## src/scic_map.vh

```
`ifndef SCIC_MAP_VH
`define SCIC_MAP_VH
// Execution opcodes
`define SCIC_OP_UP 8'h00
`define SCIC_OP_DOWN 8'h01
`define SCIC_OP_DIFF 8'h02
`define SCIC_OP_TEMP 8'h03
`define SCIC_OP_RESET 8'h04
`define SCIC_OP_INIT 8'h05
`define SCIC_OP_FILTER 8'h06
`define SCIC_OP_AUTO_FT 8'h07
`define SCIC_OP_AUTO_F 8'h08
`define SCIC_OP_AUTO_T 8'h09
`define SCIC_OP_HALT 8'h0A
`define SCIC_OP_CAL 8'h0E
// Register opcode ranges
`define SCIC_RD_LO_A 8'h94
`define SCIC_RD_HI_A 8'h97
`define SCIC_RD_LO_B 8'hB0
`define SCIC_RD_HI_B 8'hC3
`define SCIC_RES_LO 8'hC4
`define SCIC_STATUS_RD 8'hFF
`define SCIC_WR_LO_A 8'h14
`define SCIC_WR_HI_A 8'h17
`define SCIC_WR_LO_B 8'h30
`define SCIC_WR_HI_B 8'h43
// Configuration array indices and fields
`define SCIC_CFG_N 24
`define SCIC_INIT_N 4
`define SCIC_CFG_AFE2 5'd3
`define SCIC_CFG_TOF1 5'd12
`define SCIC_CFG_TOF2 5'd13
`define SCIC_CFG_CTRL 5'd22
`define SCIC_TRIM_HI 14
`define SCIC_TRIM_LO 8
`define SCIC_DIV_HI 7
`define SCIC_DIV_LO 4
`define SCIC_DIV_REFUSED 4'h1
`define SCIC_SPC_HI 7
`define SCIC_SPC_LO 5
`define SCIC_CTRL_INTEN 0
`define SCIC_CTRL_CSW 1
`define SCIC_CTRL_CTIME 2
`define SCIC_CTRL_CIRQ 3
`define SCIC_POR_CFG 16'h0000
// Result array indices
`define SCIC_RES_N 59
`define SCIC_RES_AVGUP 6'd13
`define SCIC_RES_AVGDN 6'd28
`define SCIC_RES_DIFF 6'd30
// Interrupt status bits
`define SCIC_ST_FLIGHT 0
`define SCIC_ST_TEMP 1
`define SCIC_ST_HALT 2
`define SCIC_ST_CAL 3
`define SCIC_ST_CSW 4
`define SCIC_ST_TMO 5
// AHB offsets
`define SCIC_AHB_CMD 8'h00
`define SCIC_AHB_DONE 8'h04
`define SCIC_AHB_RESULT 8'h08
`define SCIC_AHB_STATUS 8'h0C
`define SCIC_DONE_FILTER 4
`define SCIC_BIT_BUSY 8
`define SCIC_BIT_RUN 9
`endif

```

## src/scic_ctrl.v

```verilog
// The AHB-Lite register port and the register addresses were left to the implementer.
`timescale 1ns/10ps
`include "scic_map.vh"
module scic_ctrl (
  input wire sys_clk, // System clock, 100 MHz
  input wire rstn, // Synchronous reset, low active
  input wire clkEn, // Freezes all state when low
  input wire hsel, // AHB slave select
  input wire [31:0] haddr, // AHB address
  input wire [1:0] htrans, // AHB transfer type
  input wire hwrite, // AHB write
  input wire [2:0] hsize, // AHB size, word only
  input wire [31:0] hwdata, // AHB write data
  input wire hready, // AHB bus ready
  output reg [31:0] hrdata, // AHB read data
  output wire hreadyout, // AHB slave ready
  output wire hresp, // AHB response
  input wire ceN, // Serial chip enable, low active
  input wire sck, // Serial clock from host
  input wire din, // Serial data in
  output reg dout, // Serial data out
  input wire caseSwitchIn, // Tamper switch input
  output reg irqN, // Interrupt, low active
  output reg cmdStart, // Engine launch pulse
  output reg [3:0] cmdCode, // Engine command code
  output wire [2:0] upDownSpacingSel, // Up-down start spacing
  output wire [3:0] launchDividerSel, // Launch divider
  output wire continuousTimingCtl, // Continuous timing control
  output wire continuousIrqCtl // Continuous interrupt control
);
  localparam PH_OP = 2'd0;
  localparam PH_DATA = 2'd1;
  localparam PH_EXEC = 2'd2;
  localparam PH_DEAD = 2'd3;

  wire ceNow;
  wire sckNow;
  wire dinNow;
  wire swNow;
  wire ceLvl;
  wire sckLvl;
  wire dinLvl;
  wire swLvl;
  reg [1:0] phase;
  reg [3:0] bitCnt;
  reg [7:0] opcode;
  reg [7:0] addr;
  reg [15:0] shIn;
  reg [15:0] shOut;
  reg isRd;
  reg busy;
  reg runMode;
  reg [7:0] status;
  reg [15:0] cfg [0:`SCIC_CFG_N-1];
  reg [15:0] res [0:`SCIC_RES_N-1];
  reg dpWrite;
  reg [7:0] dpAddr;
  integer i;

  // Helpers for opcode classes
  function isReadOp;
    input [7:0] a;
    begin
      isReadOp = (a >= `SCIC_RD_LO_A && a <= `SCIC_RD_HI_A) || (a >= `SCIC_RD_LO_B);
    end
  endfunction

  function isWriteOp;
    input [7:0] a;
    begin
      isWriteOp = (a >= `SCIC_WR_LO_A && a <= `SCIC_WR_HI_A) || (a >= `SCIC_WR_LO_B && a <= `SCIC_WR_HI_B);
    end
  endfunction

  function isExecOp;
    input [7:0] a;
    begin
      isExecOp = (a <= `SCIC_OP_HALT) || (a == `SCIC_OP_CAL);
    end
  endfunction

  // Config index from a read-side location
  function [4:0] cfgIdx;
    input [7:0] a;
    reg [7:0] t;
    begin
      t = (a <= `SCIC_RD_HI_A) ? a - `SCIC_RD_LO_A : a - `SCIC_RD_LO_B + 8'h04;
      cfgIdx = t[4:0];
    end
  endfunction

  // Chip enable idles high, so reset to high avoids a false frame start
  scic_sync #(
    .RST_VAL(1'b1)
  ) syncCe (
    .sys_clk(sys_clk),
    .rstn(rstn),
    .clkEn(clkEn),
    .pinIn(ceN),
    .levelNow(ceNow),
    .levelQ(ceLvl)
  );

  // Serial clock idles low
  scic_sync #(
    .RST_VAL(1'b0)
  ) syncSck (
    .sys_clk(sys_clk),
    .rstn(rstn),
    .clkEn(clkEn),
    .pinIn(sck),
    .levelNow(sckNow),
    .levelQ(sckLvl)
  );

  // Data input shares the clock's delay, so it is settled at each fall
  scic_sync #(
    .RST_VAL(1'b0)
  ) syncDin (
    .sys_clk(sys_clk),
    .rstn(rstn),
    .clkEn(clkEn),
    .pinIn(din),
    .levelNow(dinNow),
    .levelQ(dinLvl)
  );

  // Tamper switch idles low
  scic_sync #(
    .RST_VAL(1'b0)
  ) syncSw (
    .sys_clk(sys_clk),
    .rstn(rstn),
    .clkEn(clkEn),
    .pinIn(caseSwitchIn),
    .levelNow(swNow),
    .levelQ(swLvl)
  );

  wire ceFall = ceLvl & ~ceNow;
  wire ceRise = ~ceLvl & ceNow;
  wire sckFall = ~ceLvl & sckLvl & ~sckNow;
  wire sckRise = ~ceLvl & ~sckLvl & sckNow;
  wire swEvent = ~swLvl & swNow;

  // Opcode and data words as they complete, MSB first
  wire [7:0] opNow = {shIn[6:0], dinNow};
  wire [15:0] dataNow = {shIn[14:0], dinNow};
  wire opLast = sckFall & (phase == PH_OP) & (bitCnt == 4'd7);
  wire wordLast = sckFall & (phase == PH_DATA) & (bitCnt == 4'd15);
  wire [7:0] addrInc = addr + 8'h01;
  wire [7:0] rdAddr = (phase == PH_OP) ? opNow : addrInc;
  wire rdLoad = (opLast & isReadOp(opNow)) | (wordLast & isRd);
  wire readStatus = rdLoad & (rdAddr == `SCIC_STATUS_RD);

  // Read mux over the 16-bit register space
  reg [15:0] rdData;
  reg [7:0] resOff;
  always @* begin
    resOff = rdAddr - `SCIC_RES_LO;
    rdData = 16'h0000;
    if (rdAddr == `SCIC_STATUS_RD) begin
      rdData = {8'h00, status};
    end else if (rdAddr >= `SCIC_RES_LO) begin
      rdData = res[resOff[5:0]];
    end else if (isReadOp(rdAddr)) begin
      rdData = cfg[cfgIdx(rdAddr)];
    end
  end

  // AHB data-phase decode for engine reports
  wire ahbAddrPh = hsel & htrans[1] & hready;
  wire [5:0] done = (dpWrite && dpAddr == `SCIC_AHB_DONE) ? hwdata[5:0] : 6'h00;
  wire resWrite = dpWrite && (dpAddr == `SCIC_AHB_RESULT) && (hwdata[7:0] >= `SCIC_RES_LO);
  wire [7:0] resWrOff = hwdata[7:0] - `SCIC_RES_LO;
  // Code widened back to a full opcode so the map constants apply as they are
  wire [7:0] cmdOp = {4'h0, cmdCode};
  wire diffCmd = (cmdOp == `SCIC_OP_DIFF) | (cmdOp == `SCIC_OP_AUTO_FT) | (cmdOp == `SCIC_OP_AUTO_F);

  // Events into status; flags come from engine completions and tamper
  wire [7:0] evt = {2'b00, done[`SCIC_ST_TMO], swEvent, done[`SCIC_ST_CAL], done[`SCIC_ST_HALT],
    done[`SCIC_ST_TEMP], done[`SCIC_ST_FLIGHT]};
  wire [7:0] stClr = readStatus ? status : 8'h00;

  // Execution decode at chip-enable release
  wire execGo = ceRise & (phase == PH_EXEC) & isExecOp(opcode);
  wire [3:0] divSel = cfg[`SCIC_CFG_TOF1][`SCIC_DIV_HI:`SCIC_DIV_LO];
  wire [3:0] opLow = opcode[3:0];
  wire launchOp = (opcode == `SCIC_OP_UP) | (opcode == `SCIC_OP_DOWN) | (opcode == `SCIC_OP_DIFF)
    | (opcode == `SCIC_OP_TEMP) | (opcode == `SCIC_OP_CAL)
    | ((opcode == `SCIC_OP_FILTER) & (divSel != `SCIC_DIV_REFUSED))
    | ((opcode == `SCIC_OP_HALT) & runMode);
  wire autoOp = (opcode == `SCIC_OP_AUTO_FT) | (opcode == `SCIC_OP_AUTO_F) | (opcode == `SCIC_OP_AUTO_T);

  assign hreadyout = 1'b1;
  assign hresp = 1'b0;
  assign upDownSpacingSel = cfg[`SCIC_CFG_TOF2][`SCIC_SPC_HI:`SCIC_SPC_LO];
  assign launchDividerSel = divSel;
  assign continuousTimingCtl = cfg[`SCIC_CFG_CTRL][`SCIC_CTRL_CTIME];
  assign continuousIrqCtl = cfg[`SCIC_CFG_CTRL][`SCIC_CTRL_CIRQ];

  // Serial frame engine, register file and command launch in one process
  // so every register has a single writer; status and tamper sets beat clears, while busy and runMode clears beat sets
  always @(posedge sys_clk) begin
    if (!rstn) begin
      phase <= PH_DEAD;
      bitCnt <= 4'h0;
      opcode <= 8'h00;
      addr <= 8'h00;
      shIn <= 16'h0000;
      shOut <= 16'h0000;
      isRd <= 1'b0;
      dout <= 1'b0;
      busy <= 1'b0;
      runMode <= 1'b0;
      cmdStart <= 1'b0;
      cmdCode <= 4'h0;
      status <= 8'h00;
      irqN <= 1'b1;
      dpWrite <= 1'b0;
      dpAddr <= 8'h00;
      hrdata <= 32'h0000_0000;
      for (i = 0; i < `SCIC_CFG_N; i = i + 1) begin
        cfg[i] <= `SCIC_POR_CFG;
      end
      for (i = 0; i < `SCIC_RES_N; i = i + 1) begin
        res[i] <= 16'h0000;
      end
    end else if (clkEn) begin
      cmdStart <= 1'b0;
      // Read snapshot clears only what it saw; new events still land
      status <= (status & ~stClr) | evt;
      // Registered so the pin is glitch free
      irqN <= ~(cfg[`SCIC_CFG_CTRL][`SCIC_CTRL_INTEN] & (|status));

      // Frame start resets the shifter
      if (ceFall) begin
        phase <= PH_OP;
        bitCnt <= 4'h0;
        isRd <= 1'b0;
      end

      // Output bit changes on the rising edge of a read word
      if (sckRise && phase == PH_DATA && isRd) begin
        dout <= shOut[15];
        shOut <= {shOut[14:0], 1'b0};
      end

      if (sckFall) begin
        shIn <= dataNow;
        bitCnt <= bitCnt + 4'h1;
        if (phase == PH_EXEC) begin
          phase <= PH_DEAD; // Extra clocks void the command
        end
        if (opLast) begin
          opcode <= opNow;
          addr <= opNow;
          bitCnt <= 4'h0;
          isRd <= isReadOp(opNow);
          if (isReadOp(opNow) || isWriteOp(opNow)) begin
            phase <= PH_DATA;
          end else begin
            phase <= PH_EXEC;
          end
        end
        if (rdLoad) begin
          shOut <= rdData;
        end
        if (wordLast) begin
          bitCnt <= 4'h0;
          addr <= addrInc;
          if (!isRd && isWriteOp(addr)) begin
            cfg[cfgIdx(addr | 8'h80)] <= dataNow;
          end
        end
      end

      // Execution commands after release
      if (execGo) begin
        if (launchOp || autoOp) begin
          cmdStart <= 1'b1;
          cmdCode <= opLow;
          busy <= 1'b1;
        end
        if (autoOp) begin
          runMode <= 1'b1;
        end
        if (opcode == `SCIC_OP_RESET) begin
          for (i = 0; i < `SCIC_CFG_N; i = i + 1) begin
            cfg[i] <= `SCIC_POR_CFG;
          end
          for (i = 0; i < `SCIC_RES_N; i = i + 1) begin
            res[i] <= 16'h0000;
          end
          status <= evt;
          runMode <= 1'b0;
          busy <= 1'b0;
        end
        if (opcode == `SCIC_OP_INIT) begin
          for (i = 0; i < `SCIC_INIT_N; i = i + 1) begin
            cfg[i] <= `SCIC_POR_CFG;
          end
        end
      end

      // AHB address phase; zero wait states
      dpWrite <= ahbAddrPh & hwrite;
      dpAddr <= haddr[7:0];
      if (ahbAddrPh && !hwrite) begin
        case (haddr[7:0])
          `SCIC_AHB_CMD: begin
            hrdata <= {22'h00000, runMode, busy, 4'h0, cmdCode};
          end
          `SCIC_AHB_STATUS: begin
            hrdata <= {24'h000000, status};
          end
          default: begin
            hrdata <= 32'h0000_0000;
          end
        endcase
      end

      // Engine result words
      if (resWrite && resWrOff < `SCIC_RES_N) begin
        res[resWrOff[5:0]] <= hwdata[31:16];
      end

      // Engine completion reports
      if (done[`SCIC_ST_FLIGHT] && diffCmd) begin
        res[`SCIC_RES_DIFF] <= res[`SCIC_RES_AVGUP] - res[`SCIC_RES_AVGDN];
      end
      if (hwdata[`SCIC_DONE_FILTER] && dpWrite && dpAddr == `SCIC_AHB_DONE) begin
        cfg[`SCIC_CFG_AFE2][`SCIC_TRIM_HI:`SCIC_TRIM_LO] <= hwdata[14:8];
        busy <= runMode;
      end
      if (done[`SCIC_ST_HALT]) begin
        runMode <= 1'b0;
        busy <= 1'b0;
      end
      if ((|done[3:0]) && !runMode) begin
        busy <= 1'b0;
      end

      // Tamper latch; set beats a simultaneous write
      if (swEvent) begin
        cfg[`SCIC_CFG_CTRL][`SCIC_CTRL_CSW] <= 1'b1;
      end
    end
  end
endmodule

// Three-stage pin synchroniser with an agreement filter
module scic_sync #(
  parameter [0:0] RST_VAL = 1'b0 // Idle level of the pin
) (
  input wire sys_clk, // System clock
  input wire rstn, // Synchronous reset, low active
  input wire clkEn, // Freezes the stages when low
  input wire pinIn, // Raw pin from another domain
  output wire levelNow, // Agreed level this cycle
  output reg levelQ // Agreed level one cycle back
);
  reg [2:0] stage;

  // A change counts once stages two and three agree; a lone glitch is held off
  assign levelNow = (stage[1] == stage[2]) ? stage[2] : levelQ;

  // First stage feeds only the second, never the logic
  always @(posedge sys_clk) begin
    if (!rstn) begin
      stage <= {3{RST_VAL}};
      levelQ <= RST_VAL;
    end else if (clkEn) begin
      stage <= {stage[1:0], pinIn};
      levelQ <= levelNow;
    end
  end
endmodule

```

## config.mk

```make
export PLATFORM = sky130hd
export DESIGN_NAME = scic_ctrl
export DESIGN_NICKNAME = d
export VERILOG_FILES = /design/src/scic_ctrl.v
export VERILOG_INCLUDE_DIRS = /design/src
export SDC_FILE = /design/constraint.sdc
export NUM_CORES = 2
export LEC_CHECK = 0
export ABC_CLOCK_PERIOD_IN_PS = 4650
export BUFFER_PORTS_ARGS = -buffer_cell sky130_fd_sc_hd__buf_4
export CAP_MARGIN = 10
export CORE_MARGIN = 2
export CORE_UTILIZATION = 60
export CTS_CLUSTER_DIAMETER = 100
export DETAILED_ROUTE_END_ITERATION = 6
export MAX_ROUTING_LAYER = met4
export PLACE_DENSITY = 0.73
export RECOVER_POWER = 50
export SLEW_MARGIN = 0
export SYNTH_ARGS = -nofsm -noshare
export SYNTH_HDL_FRONTEND = slang
export SYNTH_SLANG_ARGS = --single-unit
```

## constraint.sdc

```tcl
create_clock -name sys_clk -period 4.65 [get_ports sys_clk]
set_clock_uncertainty 0.2 [all_clocks]
set_input_delay 0.465 -clock sys_clk [delete_from_list [all_inputs] [get_ports sys_clk]]
set_output_delay 0.465 -clock sys_clk [all_outputs]
set_load 0.1 [all_outputs]
```

==> run metrics <==
CP Data Arrival Time=4860 ps; final WL=roughly 230 mm; Static Leak=about 32 nW; Compound-Gate Fraction of Synth Area=roughly 7.3%; HPWL after DPL=141 mm; number of CTS-inserted buffers=approximately 170; Max Cap Viol=25; drt via density=6.21; chip height=365 µm; Fmax=about 0.22 GHz; via count=between 50000 and 60000; Pint=between 20 and 25 mW; vias in the first global route=54399; EDFF count, synth=1536; Max rail drop VDD=0.354 mV; Yosys cell types=slightly above 90; full die area=about 130000 µm²; clk root buf=clkbuf_16; post-synth top area share=roughly three fifths; worst skew pair latency=around 800 ps; Avg Cell Area, Syn=~11 µm²; Net Switching=approximately 6.7 mW; HP Class=reg -> reg; Cell Area, Synth=between 70000 and 80000 µm²; GRT Residual Overflow=0; unrepaired setup endpoints after global routing=no; largest cells by area after synthesis=edfxtp_1 59%, and2_1 9.7%, nand2_1 8.2%; die width=365 µm; max-slew violations=approximately 1300; failing checks=design-rule violations, max-capacitance violations, max-slew violations; outcome=complete, but fails checks; crit start category=primary input; Tmin final=about 4500 ps; part of the Yosys area used for sequential elements=around three fifths; clk sinks=between 1500 and 2000; Clk network pwr share=roughly 43%; Ys Warns=0; Rel. slew slack=-172%; layout cells sized above 1=9.03%; drc violations=6; Top Ports=around 130; most frequent cells in the layout=1703 x nand2_1, 1536 x edfxtp_1, 765 x and2_1; core area=around 130000 µm²; number of cell rows=between 100 and 150; Synth async-reset ratio=0%; Adder-Cell Fraction of Synth Area=less than 1%; RePlAce Congestion=between 0.9 and 1; Synth Area in XOR/XNOR=less than 1%; CTS tree=done; CP max FO=16; antenna violations before repair=10; routed wire length per instance=roughly 25 µm; Nets=approximately 7400; post-synthesis mux area share=1.06%; I/O Buffers=75; final core utilization=about two thirds; # Post-CTS Setup Buffers=0; CP Capture Type=flip-flop; clock-pin slew on the worst setup and hold paths=roughly 60 ps; Data required, critical path=approximately 5000 ps; pwr dens=about 360 nW/µm²; GR Util All Layers=34.7%; endpoints failing setup=0; Routed Antenna Nets=0; Setup TNS=0 ps; Seq pwr share=a little over half; commonest non-fill, non-tap cell in the layout=nand2_1; Net Sw Frac=21.5%; drt first pass iters=7; Setup CP Type=in -> reg; Clock Path Buffers=3; Final Cycle Share=between 90% and 100%; Initial Util=around 60%; Synth Area in Simple Gates=approximately 25%; slew at the pin closest to its max-slew limit=roughly 4100 ps; initial DRC count=about 7800; Area Growth Syn to Fin=10.9%; largest area contributor in the synthesized netlist=edfxtp_1; ys flop type=edfxtp_1; first-pass GRT wire length=between 300 and 400 mm; combinational power share=roughly 3.8%; Synth Register Bits=1642; Mapped Cells=around 7300; largest net degree at the start of global routing=roughly 150; H-tree levels=4; largest family of logic cells by synthesized area=simple AND/OR/NAND/NOR gates; Final Hold Fails=0
[power by group through the flow]
stage,clock (mW),sequential (mW),combinational [mW]
5_1_grt,14.0,16.7,1.27
3_3_place_gp,0,17.0,1.15
6_report,13.3,16.7,1.20
3_5_place_dp,0,17.0,1.18
4_1_cts,13.4,16.7,1.20
2_1_floorplan,0,17.0,0.702
[path summary, 6_finish.rpt]
path	from	endpoint	slack, ps	cells after the start
setup / recovery	hwdata[2]	res[13][1]$_SDFFCE_PN0P_	110	13
hold / removal	opcode[4]$_SDFFE_PN0P_	opcode[4]$_SDFFE_PN0P_	260	2
setup reg to reg	addr[0]$_SDFFE_PN0P_	shOut[5]$_SDFFE_PN0P_	170	15
hold reg to reg	opcode[4]$_SDFFE_PN0P_	opcode[4]$_SDFFE_PN0P_	260	2
[per-stage QoR]
stage	instances	setup slack, ps	total power [mW]	area (µm²)	hold WS (ps)
floorplan	7313	382	17.7	78300	232
global placement	8868	357	18.1	81600	239
detailed placement	8868	249	18.2	81600	251
CTS	9205	192	31.3	87300	56.6
global route	9209	10.7	32.0	86800	274
finish	9210	115	31.2	86800	255
[cell families after synthesis]
logic type	after synthesis
simple gates	4007
mux	56
xor+xnor	22
buf+inv	705
other cells	2
flops	1642
compound gates	826
fa+ha+maj	31
[synthesized netlist by cell type, types with 106 or more instances]
cell / count
and3_1: 247
clkbuf_1: 389
a31oi_1: 164
o21ai_0: 172
dfxtp_1: 106
buf_2: 174
nand2_1: 1703
and2_1: 1213
nand3_1: 422
a311oi_1: 196
nor2_1: 231
edfxtp_1: 1536
[layer usage]
| metal | track usage [%] | share of wire, % | vias to the layer above |
|---|---|---|---|
| met3 | 5.74 | 9.8 | 605 |
| met2 | 55.0 | 47 | 3155 |
| met5 | - | 0 | - |
| met1 | 44.0 | 38 | 27773 |
| met4 | 16.3 | 5.3 | 0 |
| li1 | - | - | 25628 |
[flip-flops by register name, indices dropped and copies added (netlist names), 2 cells and up]
signal and cells:
res 1024, cfg 512, shOut 16, shIn 15, hrdata 10, addr 8
dpAddr 8, opcode 8, status 8, bitCnt 4, cmdCode 4, syncCe.stage 3
syncDin.stage 3, syncSck.stage 3, syncSw.stage 3, phase 2
[final cells by class]
type | instances | area [µm²]
Sequential cell | 1642 | 48200
Clock inverter | 91 | 743
Timing Repair Buffer | 506 | 3750
Tap cell | 1742 | 2180
Antenna cell | 5 | 12.5
Fill cell | 9722 | 42700
Clock buffer | 217 | 4640
Inverter | 41 | 155
Multi-Input combinational cell | 4966 | 27000
[critical path, stage by stage]
cell	delay [ps]
dlygate4sd3_1	540
clkbuf_1	490
inv_1	170
ha_1	280
nand2b_1	170
o21ai_0	90
a32oi_1	110
o2111a_1	280
and2_0	210
nand2_1	80
clkbuf_1	1040
nor2_1	580
and2_0	340
[timing repair]
| item | CTS | global route |
|---|---|---|
| endpoints found under the hold margin | 44 | 0 |
| hold buffers | 29 | 0 |
| setup endpoints to repair | 0 | 3 |
| gates resized for setup | 0 | 2 |
No activity file was read; power rests on OpenSTA's default activity.
